[src/rtl/wpd_cfg.svh]
// Purpose: Offsets, field positions, reset values and counts of the
//          watchdog and power-down block.
// Assumes: 8-bit registers, each in the low byte of one APB word.
// Notes:   Definitions only.
`ifndef WPD_CFG_SVH
`define WPD_CFG_SVH

`define WPD_OFS_WATCHDOG_CONTROL   8'h00
`define WPD_OFS_CTRL   8'h04
`define WPD_OFS_WAKE   8'h08
`define WPD_OFS_STAT   8'h0C
`define WPD_OFS_MODE   8'h10

`define WPD_WATCHDOG_CONTROL_POR   8'h53
`define WPD_CODE_ON    5'h0A
`define WPD_CODE_OFF   5'h15
`define WPD_WAKE_POR   8'h00

`define WPD_CTRL_SYSON 7
`define WPD_CTRL_WRF   0
`define WPD_MODE_IDLE_ENABLE 1

`define WPD_BAD_TICKS  2'h3
`define WPD_CNT_MIN    18

`define WPD_SH0        5'h08
`define WPD_SH1        5'h0A
`define WPD_SH2        5'h0C
`define WPD_SH3        5'h0E
`define WPD_SH4        5'h0F
`define WPD_SH5        5'h10
`define WPD_SH6        5'h11
`define WPD_SH7        5'h12

`endif

[src/rtl/wpd_pkg.sv]
// Purpose: Types shared by the watchdog and power-down block.
// Assumes: Constants live in wpd_cfg.svh.
// Notes:   Mode codes are binary and fixed.
package wpd_pkg;

  typedef enum logic [2:0] {
    MD_RUN        = 3'b000,
    MD_IDLE_STOP  = 3'b001,
    MD_IDLE_RUN   = 3'b010,
    MD_SLEEP_ALL  = 3'b011,
    MD_SLEEP_SUB  = 3'b100
  } wpd_mode_e;

  typedef struct packed {
    logic [4:0] code;
    logic [2:0] period;
  } wpd_watchdog_control_s;

  typedef struct packed {
    logic      wdt_on;
    wpd_mode_e mode;
    logic      powerdown_flag;
    logic      tof;
  } wpd_stat_s;

endpackage : wpd_pkg

[src/rtl/wpd_top.sv]
// Purpose: Watchdog timer with halt, idle, sleep and wake-up control,
//          reached over APB.
// Assumes: sub_clock, port A and the option strap are asynchronous
//          pins; CPU strobes are one-cycle pulses on pclk.
// Notes:   Registers sit in the low byte of each word.
//
// Operation
// - Halt, idle on, sysclk-on-in-idle off: stop system clock and CPU.
// - Halt, idle on, sysclk-on-in-idle on: stop CPU, clocks keep running.
// - Idle entry keeps state, clears watchdog counter, counting resumes.
// - Power-down entry sets power-down flag, clears time-out flag.
// - Wake on enabled port A fall, interrupt or watchdog overflow.
// - Overflow while halted sets time-out, resets only PC and SP.
// - Power-down flag: cleared by power-up or clear, set by halt.
// - Per-pin wake enables; port wake resumes after the halt.
// - Disabled or stack-full interrupt wake resumes; request stays.
// - Enabled interrupt with stack room takes normal response.
// - Request already set before halt cannot wake.
// - Period field picks 2^8..2^18 source cycles.
// - Always-on option: both valid codes run; others reset.
// - Register option: 10101B off, 01010B on; others reset.
// - Invalid code resets after 2 to 3 sub clock cycles.
// - Invalid-code reset sets control reset flag; software clears.
// - Power-on loads code 01010B and period 011.
// - Running overflow resets device and sets time-out flag.
// - Counter cleared by invalid-code reset, clear or halt.
// - Sleep, nothing on: stop both clocks, stop and clear watchdog.
// - Sleep, watchdog or detector on: sub clock runs, counter resumes.
//
// Our own choices: register access over APB and the register addresses.
`timescale 1ns/1ps
`default_nettype none
`include "wpd_cfg.svh"

module wpd_top
  import wpd_pkg::*;
#(
  parameter int CNT_W = 18,
  parameter int NINT  = 4
) (
  input  wire logic            pclk,
  input  wire logic            presetn,
  input  wire logic            psel,
  input  wire logic            penable,
  input  wire logic            pwrite,
  input  wire logic [7:0]      paddr,
  input  wire logic [31:0]     pwdata,
  output var  logic [31:0]     prdata,
  output var  logic            pready,
  output var  logic            pslverr,
  input  wire logic            halt_exec,
  input  wire logic            watchdog_clear_instruction_exec,
  input  wire logic            always_en_opt,
  input  wire logic            lvd_on,
  input  wire logic            sub_clock,
  input  wire logic [7:0]      porta_pin,
  input  wire logic [NINT-1:0] int_req,
  input  wire logic [NINT-1:0] int_enable,
  input  wire logic            stack_full,
  output var  logic            sysclk_run,
  output var  logic            subclk_run,
  output var  logic            cpu_run,
  output var  logic            dev_reset,
  output var  logic            pc_sp_reset,
  output var  logic            resume_next,
  output var  logic            int_response
);

  generate
    if (CNT_W < `WPD_CNT_MIN || CNT_W > 31) begin : g_bad_w
      $error("CNT_W must lie between 18 and 31");
    end
    if (NINT < 1) begin : g_bad_n
      $error("NINT must be at least 1");
    end
  endgenerate

  ////////////////////////////////////////////////////////////////////////
  // Pin synchronisers and edge detection

  logic [9:0] pins_s;
  logic       sub_prev_q;
  logic [7:0] pa_prev_q;

  wpd_sync #(.W(10)) u_sync (
    .pclk     (pclk),
    .presetn  (presetn),
    .async_in ({always_en_opt, sub_clock, porta_pin}),
    .sync_out (pins_s)
  );

  wire       always_s = pins_s[9];
  wire       sub_s    = pins_s[8];
  wire [7:0] pa_s     = pins_s[7:0];

  always_ff @(posedge pclk or negedge presetn) begin
    if (!presetn) begin
      sub_prev_q <= 1'b0;
      pa_prev_q  <= 8'h00;
    end else begin
      sub_prev_q <= sub_s;
      pa_prev_q  <= pa_s;
    end
  end

  ////////////////////////////////////////////////////////////////////////
  // State

  wpd_watchdog_control_s       watchdog_control_q;
  logic            syson_q;
  logic            wrf_q;
  logic            idle_enable_q;
  logic [7:0]      wake_en_q;
  logic            pdf_q;
  logic            tof_q;
  wpd_mode_e       mode_q;
  wpd_mode_e       mode_d;
  logic [CNT_W-1:0] cnt_q;
  logic [1:0]      bad_q;
  logic [NINT-1:0] int_old_q;

  ////////////////////////////////////////////////////////////////////////
  // APB decode; one wait state, so pready always comes from a flop

  wire acc    = psel & penable & pready;
  wire sample = psel & penable & ~pready;
  wire sel_wd = paddr == `WPD_OFS_WATCHDOG_CONTROL;
  wire sel_ct = paddr == `WPD_OFS_CTRL;
  wire sel_wk = paddr == `WPD_OFS_WAKE;
  wire sel_st = paddr == `WPD_OFS_STAT;
  wire sel_md = paddr == `WPD_OFS_MODE;
  wire hit    = sel_wd | sel_ct | sel_wk | sel_st | sel_md;
  wire wr_wd  = acc & pwrite & sel_wd;
  wire wr_ct  = acc & pwrite & sel_ct;
  wire wr_wk  = acc & pwrite & sel_wk;
  wire wr_md  = acc & pwrite & sel_md;

  wire [7:0] ctrl_rd = {syson_q, 6'h00, wrf_q};
  wire [7:0] mode_rd = {6'h00, idle_enable_q, 1'b0};

  wpd_stat_s stat;
  wire [7:0] stat_rd = {2'h0, stat};

  wire [7:0] rd_byte = sel_wd ? watchdog_control_q :
                       sel_ct ? ctrl_rd :
                       sel_wk ? wake_en_q :
                       sel_st ? stat_rd :
                       sel_md ? mode_rd : 8'h00;

  always_ff @(posedge pclk or negedge presetn) begin
    if (!presetn) begin
      pready  <= 1'b0;
      prdata  <= 32'h0000_0000;
      pslverr <= 1'b0;
    end else begin
      pready  <= sample;
      pslverr <= sample & ~hit;
      if (sample) begin
        prdata <= {24'h00_0000, rd_byte};
      end
    end
  end

  ////////////////////////////////////////////////////////////////////////
  // Watchdog enable, period and counter

  wire code_on  = watchdog_control_q.code == `WPD_CODE_ON;
  wire code_off = watchdog_control_q.code == `WPD_CODE_OFF;
  wire code_ok  = code_on | code_off;
  // Always-on option treats both valid codes as run
  wire wdt_en   = code_on | (code_off & always_s);
  wire halted   = mode_q != MD_RUN;

  // Sub clock is stopped in full sleep, so nothing ticks there
  wire sub_tick = sub_s & ~sub_prev_q & (mode_q != MD_SLEEP_ALL);

  function automatic logic [4:0] period_shift(input logic [2:0] sel);
    unique case (sel)
      3'h0: period_shift = `WPD_SH0;
      3'h1: period_shift = `WPD_SH1;
      3'h2: period_shift = `WPD_SH2;
      3'h3: period_shift = `WPD_SH3;
      3'h4: period_shift = `WPD_SH4;
      3'h5: period_shift = `WPD_SH5;
      3'h6: period_shift = `WPD_SH6;
      3'h7: period_shift = `WPD_SH7;
    endcase
  endfunction : period_shift

  wire [4:0]       shift = period_shift(watchdog_control_q.period);
  wire [CNT_W-1:0] lim   = ~({CNT_W{1'b1}} << shift);

  // Single-cycle event: a tick is one pclk wide, counter clears at once
  wire wdt_ovf  = wdt_en & sub_tick & (cnt_q == lim);

  // Third sub edge seen while invalid resets: 2 to 3 sub periods
  wire bad_fire = ~code_ok & sub_tick &
                  (bad_q == `WPD_BAD_TICKS - 2'h1);

  wire halt_take = halt_exec & ~halted;
  wire run_rst   = bad_fire | (wdt_ovf & ~halted);
  wire halt_ovf  = wdt_ovf & halted;

  always_ff @(posedge pclk or negedge presetn) begin
    if (!presetn) begin
      bad_q <= 2'h0;
    end else if (code_ok || bad_fire) begin
      bad_q <= 2'h0;
    end else if (sub_tick) begin
      bad_q <= bad_q + 2'h1;
    end
  end

  wire cnt_clr = halt_take | watchdog_clear_instruction_exec | bad_fire
               | wdt_ovf | ~wdt_en;

  always_ff @(posedge pclk or negedge presetn) begin
    if (!presetn) begin
      cnt_q <= '0;
    end else if (cnt_clr) begin
      cnt_q <= '0;
    end else if (sub_tick) begin
      cnt_q <= cnt_q + {{(CNT_W-1){1'b0}}, 1'b1};
    end
  end

  ////////////////////////////////////////////////////////////////////////
  // Wake sources

  wire [7:0] pa_fall = pa_prev_q & ~pa_s & wake_en_q;
  wire       pa_wake = |pa_fall;

  // Requests already pending at halt are masked from waking
  wire [NINT-1:0] int_new = int_req & ~int_old_q;
  wire int_wake = |int_new;
  wire int_svc  = |(int_new & int_enable) & ~stack_full;

  always_ff @(posedge pclk or negedge presetn) begin
    if (!presetn) begin
      int_old_q <= '0;
    end else if (halt_take) begin
      int_old_q <= int_req;
    end else if (!halted) begin
      int_old_q <= '0;
    end
  end

  ////////////////////////////////////////////////////////////////////////
  // Mode sequencing

  wire sub_needed = wdt_en | lvd_on;

  always_comb begin
    mode_d = mode_q;
    unique case (mode_q)
      MD_RUN: begin
        if (halt_exec) begin
          if (idle_enable_q && syson_q) begin
            mode_d = MD_IDLE_RUN;
          end else if (idle_enable_q) begin
            mode_d = MD_IDLE_STOP;
          end else if (sub_needed) begin
            mode_d = MD_SLEEP_SUB;
          end else begin
            mode_d = MD_SLEEP_ALL;
          end
        end
      end
      MD_IDLE_STOP, MD_IDLE_RUN,
      MD_SLEEP_ALL, MD_SLEEP_SUB: begin
        if (wdt_ovf || int_wake || pa_wake) begin
          mode_d = MD_RUN;
        end
      end
      default: mode_d = MD_RUN;
    endcase
    if (run_rst) begin
      mode_d = MD_RUN;
    end
  end

  always_ff @(posedge pclk or negedge presetn) begin
    if (!presetn) begin
      mode_q <= MD_RUN;
    end else begin
      mode_q <= mode_d;
    end
  end

  ////////////////////////////////////////////////////////////////////////
  // Software registers; a device reset reloads all of them but wrf_q

  always_ff @(posedge pclk or negedge presetn) begin
    if (!presetn) begin
      watchdog_control_q    <= `WPD_WATCHDOG_CONTROL_POR;
      syson_q   <= 1'b0;
      idle_enable_q   <= 1'b1;
      wake_en_q <= `WPD_WAKE_POR;
    end else if (run_rst) begin
      watchdog_control_q    <= `WPD_WATCHDOG_CONTROL_POR;
      syson_q   <= 1'b0;
      idle_enable_q   <= 1'b1;
      wake_en_q <= `WPD_WAKE_POR;
    end else begin
      if (wr_wd) begin
        watchdog_control_q <= pwdata[7:0];
      end
      if (wr_ct) begin
        syson_q <= pwdata[`WPD_CTRL_SYSON];
      end
      if (wr_md) begin
        idle_enable_q <= pwdata[`WPD_MODE_IDLE_ENABLE];
      end
      if (wr_wk) begin
        wake_en_q <= pwdata[7:0];
      end
    end
  end

  // Set wins over a clearing write in the same cycle
  wire wrf_clr = wr_ct & ~pwdata[`WPD_CTRL_WRF];

  always_ff @(posedge pclk or negedge presetn) begin
    if (!presetn) begin
      wrf_q <= 1'b0;
    end else if (bad_fire) begin
      wrf_q <= 1'b1;
    end else if (wrf_clr) begin
      wrf_q <= 1'b0;
    end
  end

  ////////////////////////////////////////////////////////////////////////
  // Status flags

  always_ff @(posedge pclk or negedge presetn) begin
    if (!presetn) begin
      pdf_q <= 1'b0;
      tof_q <= 1'b0;
    end else begin
      if (halt_take) begin
        pdf_q <= 1'b1;
      end else if (watchdog_clear_instruction_exec) begin
        pdf_q <= 1'b0;
      end
      if (wdt_ovf) begin
        tof_q <= 1'b1;
      end else if (halt_take) begin
        tof_q <= 1'b0;
      end
    end
  end

  assign stat = '{wdt_on: wdt_en, mode: mode_q,
                  powerdown_flag: pdf_q, tof: tof_q};

  ////////////////////////////////////////////////////////////////////////
  // Outputs to clock, reset and CPU control

  // Overflow has priority over other wake sources in the same cycle
  wire wake_any = halted & ~wdt_ovf & ~bad_fire;
  wire wk_int   = wake_any & int_wake;
  wire wk_res   = wake_any & ((int_wake & ~int_svc)
                  | (~int_wake & pa_wake));

  always_ff @(posedge pclk or negedge presetn) begin
    if (!presetn) begin
      sysclk_run   <= 1'b1;
      subclk_run   <= 1'b1;
      cpu_run      <= 1'b1;
      dev_reset    <= 1'b0;
      pc_sp_reset  <= 1'b0;
      resume_next  <= 1'b0;
      int_response <= 1'b0;
    end else begin
      sysclk_run   <= (mode_d == MD_RUN) |
                      (mode_d == MD_IDLE_RUN);
      subclk_run   <= mode_d != MD_SLEEP_ALL;
      cpu_run      <= mode_d == MD_RUN;
      dev_reset    <= run_rst;
      pc_sp_reset  <= halt_ovf;
      resume_next  <= wk_res;
      int_response <= wk_int & int_svc;
    end
  end

endmodule : wpd_top

`default_nettype wire

[src/rtl/wpd_sync.sv]
// Purpose: Two-flop synchroniser for a group of asynchronous levels.
// Assumes: Inputs change slowly against pclk.
// Notes:   Only the second stage leaves this module.
`timescale 1ns/1ps
`default_nettype none

module wpd_sync #(
  parameter int W = 1
) (
  input  wire logic         pclk,
  input  wire logic         presetn,
  input  wire logic [W-1:0] async_in,
  output var  logic [W-1:0] sync_out
);

  logic [W-1:0] meta_q;

  always_ff @(posedge pclk or negedge presetn) begin
    if (!presetn) begin
      meta_q   <= '0;
      sync_out <= '0;
    end else begin
      meta_q   <= async_in;
      sync_out <= meta_q;
    end
  end

endmodule : wpd_sync

`default_nettype wire

[config.mk]
export PLATFORM = sky130hd
export DESIGN_NAME = wpd_top
export DESIGN_NICKNAME = d
export VERILOG_FILES = /design/src/rtl/wpd_pkg.sv /design/src/rtl/wpd_top.sv /design/src/rtl/wpd_sync.sv
export VERILOG_INCLUDE_DIRS = /design/src /design/src/rtl
export SDC_FILE = /design/constraint.sdc
export NUM_CORES = 1
export LEC_CHECK = 0
export ABC_AREA = 1
export BUFFER_PORTS_ARGS = -buffer_cell sky130_fd_sc_hd__buf_2
export CAP_MARGIN = 15
export CORE_ASPECT_RATIO = 0.9
export CORE_MARGIN = 2
export CORE_UTILIZATION = 48
export CTS_BUF_LIST = sky130_fd_sc_hd__clkbuf_4 sky130_fd_sc_hd__clkbuf_8 sky130_fd_sc_hd__clkbuf_16
export CTS_CLUSTER_SIZE = 20
export DETAILED_ROUTE_END_ITERATION = 7
export PLACE_DENSITY = 0.73
export RECOVER_POWER = 50
export SYNTH_ARGS = -nofsm -noshare
export SYNTH_HDL_FRONTEND = slang
export SYNTH_SLANG_ARGS = --single-unit
[constraint.sdc]
create_clock -name pclk -period 2.8 [get_ports pclk]
set_input_delay 0.28 -clock pclk [delete_from_list [all_inputs] [get_ports pclk]]
set_output_delay 0.28 -clock pclk [all_outputs]
set_load 0.05 [all_outputs]
==> run_results.csv <==
group,metric,value,unit
outcome,status,"completed",
setup_path,max_stage_delay,0.56,ns
layout,drive_gt1_frac,0.184,
setup_path,path_cells,"inv_1 > ha_1 > inv_1 > nand2_1 > nand3_1 > nand2_1 > nand2_1 > nand2_1 > nor2_1 > nand3_4 > nand2_2 > nand2_4 > nand2_1 > o21ai_0",
detailed_routing,first_pass_iters,4,
synthesis,synth_edf_count,0,
placed_design,hpwl,6700,µm
setup_path,worst-setup-path-type,"reg2reg",
layout,syn2layout_area_growth,13.9,%
clocking,numCtsBuffers,9,
clocking,cts_tree,"yes",
placed_design,numPlacedInstances,682,
setup_path,path_buf_inv,2,
detailed_routing,routed_wl,9240,µm
setup_path,crit_cells,14,
synthesis,syn_inst,508,
worst_hold_path,holdPathEnd,"int_response$_DFF_PN0_",
floorplan,core,9080,µm²
sta,drv_slew,0,
worst_hold_path,holdCritStartpoint,"stack_full",
sta,relSlewSlack,0.187,
synthesis,ys.flop_type,"dfrtp_1",
setup_path,cp-start-kind,"register",
setup_path,ff2ff_path_depth,14,
setup_path,ff2ff_setup_slack,0.36,ns
setup_path,cp_top_family,"simple AND/OR/NAND/NOR gates",
detailed_routing,drtIter0Drc,194,
layout,final_common_cell,"nand2_1",
job,maxCapViolCount,0,
setup_path,worstPathRequired,3.04,ns
floorplan,rows,33,
synthesis,syn_area,4450,µm²
placed_design,place_congestion,0.917,
sta,max_freq,410,MHz
setup_path,slowest_stage,"dfstp_2",
sta,hold_ws,0.0852,ns
layout,multi_input_area,1750,µm²
worst_hold_path,min_path_cells,2,
synthesis,ys_ff_latch,94,
floorplan,io_pins,108,
clocking,cts_root_buf,"clkbuf_8",
layout,final_cell_mix,"117 x nand2_1, 86 x dfrtp_1, 59 x buf_2",
global_routing,grt.total_usage,0.198,
clocking,h-tree-depth,3,
setup_path,endpoint_kind,"register",
sta,fin_crit,2.44,ns
sta,finalCritPeriodShare,0.871,
setup_path,crit_fanout,21,
clocking,postCtsSetupBuffers,0,
global_routing,grt_max_degree,57,
placed_design,port_buffers,59,
sta,hold_viol_final,0,
layout,regArea,2360,µm²
detailed_routing,drtAntennaViolNets,0,
synthesis,async_reset_ff_frac,1.00,
sta,finalSetupTns,0,ns
floorplan,initial_core_util,0.490,
setup_path,crit_top_cell,"nand2_1",
global_routing,grt_pass1_vias,3305,
global_routing,antenna_found_initial,0,
global_routing,overflow,0,
floorplan,dieHeight,95.4,µm
layout,fillers,826,
sta,grt_setup_unrepaired,"no",
setup_path,r2r-start,"watchdog_control_q[0]$_DFFE_PN1P_",
layout,diodes,0,
synthesis,ys.warnings.count,0,
detailed_routing,vias,3535,
sta,final-setup-viol-count,0,
synthesis,yosysSeqAreaShare,0.531,
power,powerDensity,507,nW/µm²
global_routing,grt_pass1_wl,15500,µm
detailed_routing,avgRoutedWirePerCell,13.0,µm
clocking,cts_buffer_depth,2,
synthesis,syn_area_per_cell,8.76,µm²
clocking,worstSkewPairLatency,0.37,ns
sta,finClkSkew,0.0137,ns
power,vdd_drop_max,278,µV
sta,worst_pin_slew,1.22,ns
setup_path,cp_data_arrival_time,2.68,ns
detailed_routing,via_per_inst,4.99,
worst_hold_path,hold_class,"in2reg",
setup_path,reg2reg_to,"watchdog_control_q[3]$_DFFE_PN0P_",
clocking,cts_sinks,94,
clocking,clk_pin_slew,0.09,ns
layout,final_cells,709,
power,p_leak,2.54,nW
floorplan,die_w,106,µm
synthesis,synth_cell_type_count,38,
floorplan,dieArea,10100,µm²
layout,final_nets,653,
detailed_routing,drc,0,
==> cell families (layout without fill, tap and decap cells) <==
| kind of cell | Yosys count | in the layout | share of synthesized area |
|---|---|---|---|
| AOI/OAI and AO/OA | 60 | 60 | 0.0753 |
| DFF | 94 | 94 | 0.531 |
| xor gates and xnor gates | 10 | 10 | 0.0197 |
| buffers and inverters | 85 | 141 | 0.0973 |
| other | 1 | 24 | 0.000843 |
| and+or+nand+nor | 254 | 254 | 0.265 |
| adders and majority gates | 4 | 4 | 0.0112 |
==> registers in the layout (all words and copies together), names as in the netlist, 4 cells and up <==
signal              cells
u_sync.meta_q          10
pa_prev_q               8
u_sync.sync_out        10
prdata                  8
cnt_q                  18
watchdog_control_q      8
wake_en_q               8
int_old_q               4
==> through the flow <==
step / util / instance area (µm²) / power, mW / worst slack [ns]
6_report: 0.558 / 5070 / 2.57 / 0.361
5_1_grt: 0.558 / 5070 / 2.70 / 0.0655
4_1_cts: 0.560 / 5080 / 2.61 / 0.220
3_5_place_dp: 0.527 / 4780 / 1.73 / 0.243
3_3_place_gp: 0.527 / 4780 / 1.72 / 0.267
2_1_floorplan: - / 4540 / 1.66 / 0.686
==> per-layer routing <==
| metal | vias up | global-route usage | routed length, µm |
|---|---|---|---|
| li1 | 1736 | - | - |
| met1 | 1661 | 0.265 | 4160 |
| met4 | 0 | 0.0888 | 187 |
| met3 | 20 | 0.0424 | 645 |
| met2 | 118 | 0.313 | 4250 |
| met5 | - | 0 | 0 |
==> cell usage after synthesis, drive strengths merged, types with 2 or more instances <==
cell      n  area, µm²
a211oi    2       15.0
nand3    42        223
a21oi    16       80.1
a221oi    3       26.3
ha        4       50.1
clkbuf    2       7.51
nor3     10       66.3
xor2      6       52.6
o22ai     2       12.5
dfrtp    86       2150
nor3b     5       42.5
dfstp     8        210
inv      52        195
xnor2     4       35.0
o21a      2       15.0
nand2   125        504
nor2     57        241
o21ai    31        155
nand3b    6       45.0
buf      31        230
nand4     8       50.1
==> layout make-up <==
cell class / count / area share
flip-flops and latches: 94 / 0.466
multi-input cells: 352 / 0.344
repair buffers: 73 / 0.0839
inverters: 52 / 0.0385
well taps: 122 / 0.0301
clock buffers: 10 / 0.0271
clock inverters: 6 / 0.0101
==> where the power goes <==
part	internal [mW]	switching, mW
clock network	0.359	0.506
registers	1.40	0.0165
logic	0.0680	0.220
==> repair_timing <==
| action | CTS | global route |
|---|---|---|
| endpoints found under the hold margin | 47 | 0 |
| setup endpoints to repair | 0 | 10 |
| resized for setup | 0 | 1 |
| hold buffers | 11 | 0 |
==> worst max path at each step <==
stage,startpoint,to,slack [ns]
floorplan,watchdog_control_q[0]$_DFFE_PN1P_,wake_en_q[7]$_DFFE_PN0P_,0.69
global placement,watchdog_control_q[0]$_DFFE_PN1P_,watchdog_control_q[3]$_DFFE_PN0P_,0.27
detailed placement,watchdog_control_q[0]$_DFFE_PN1P_,wake_en_q[2]$_DFFE_PN0P_,0.24
CTS,watchdog_control_q[0]$_DFFE_PN1P_,watchdog_control_q[3]$_DFFE_PN0P_,0.22
global route,presetn,int_response$_DFF_PN0_,0.07
finish,watchdog_control_q[0]$_DFFE_PN1P_,watchdog_control_q[3]$_DFFE_PN0P_,0.36
Power figures use the tool's default switching activity.
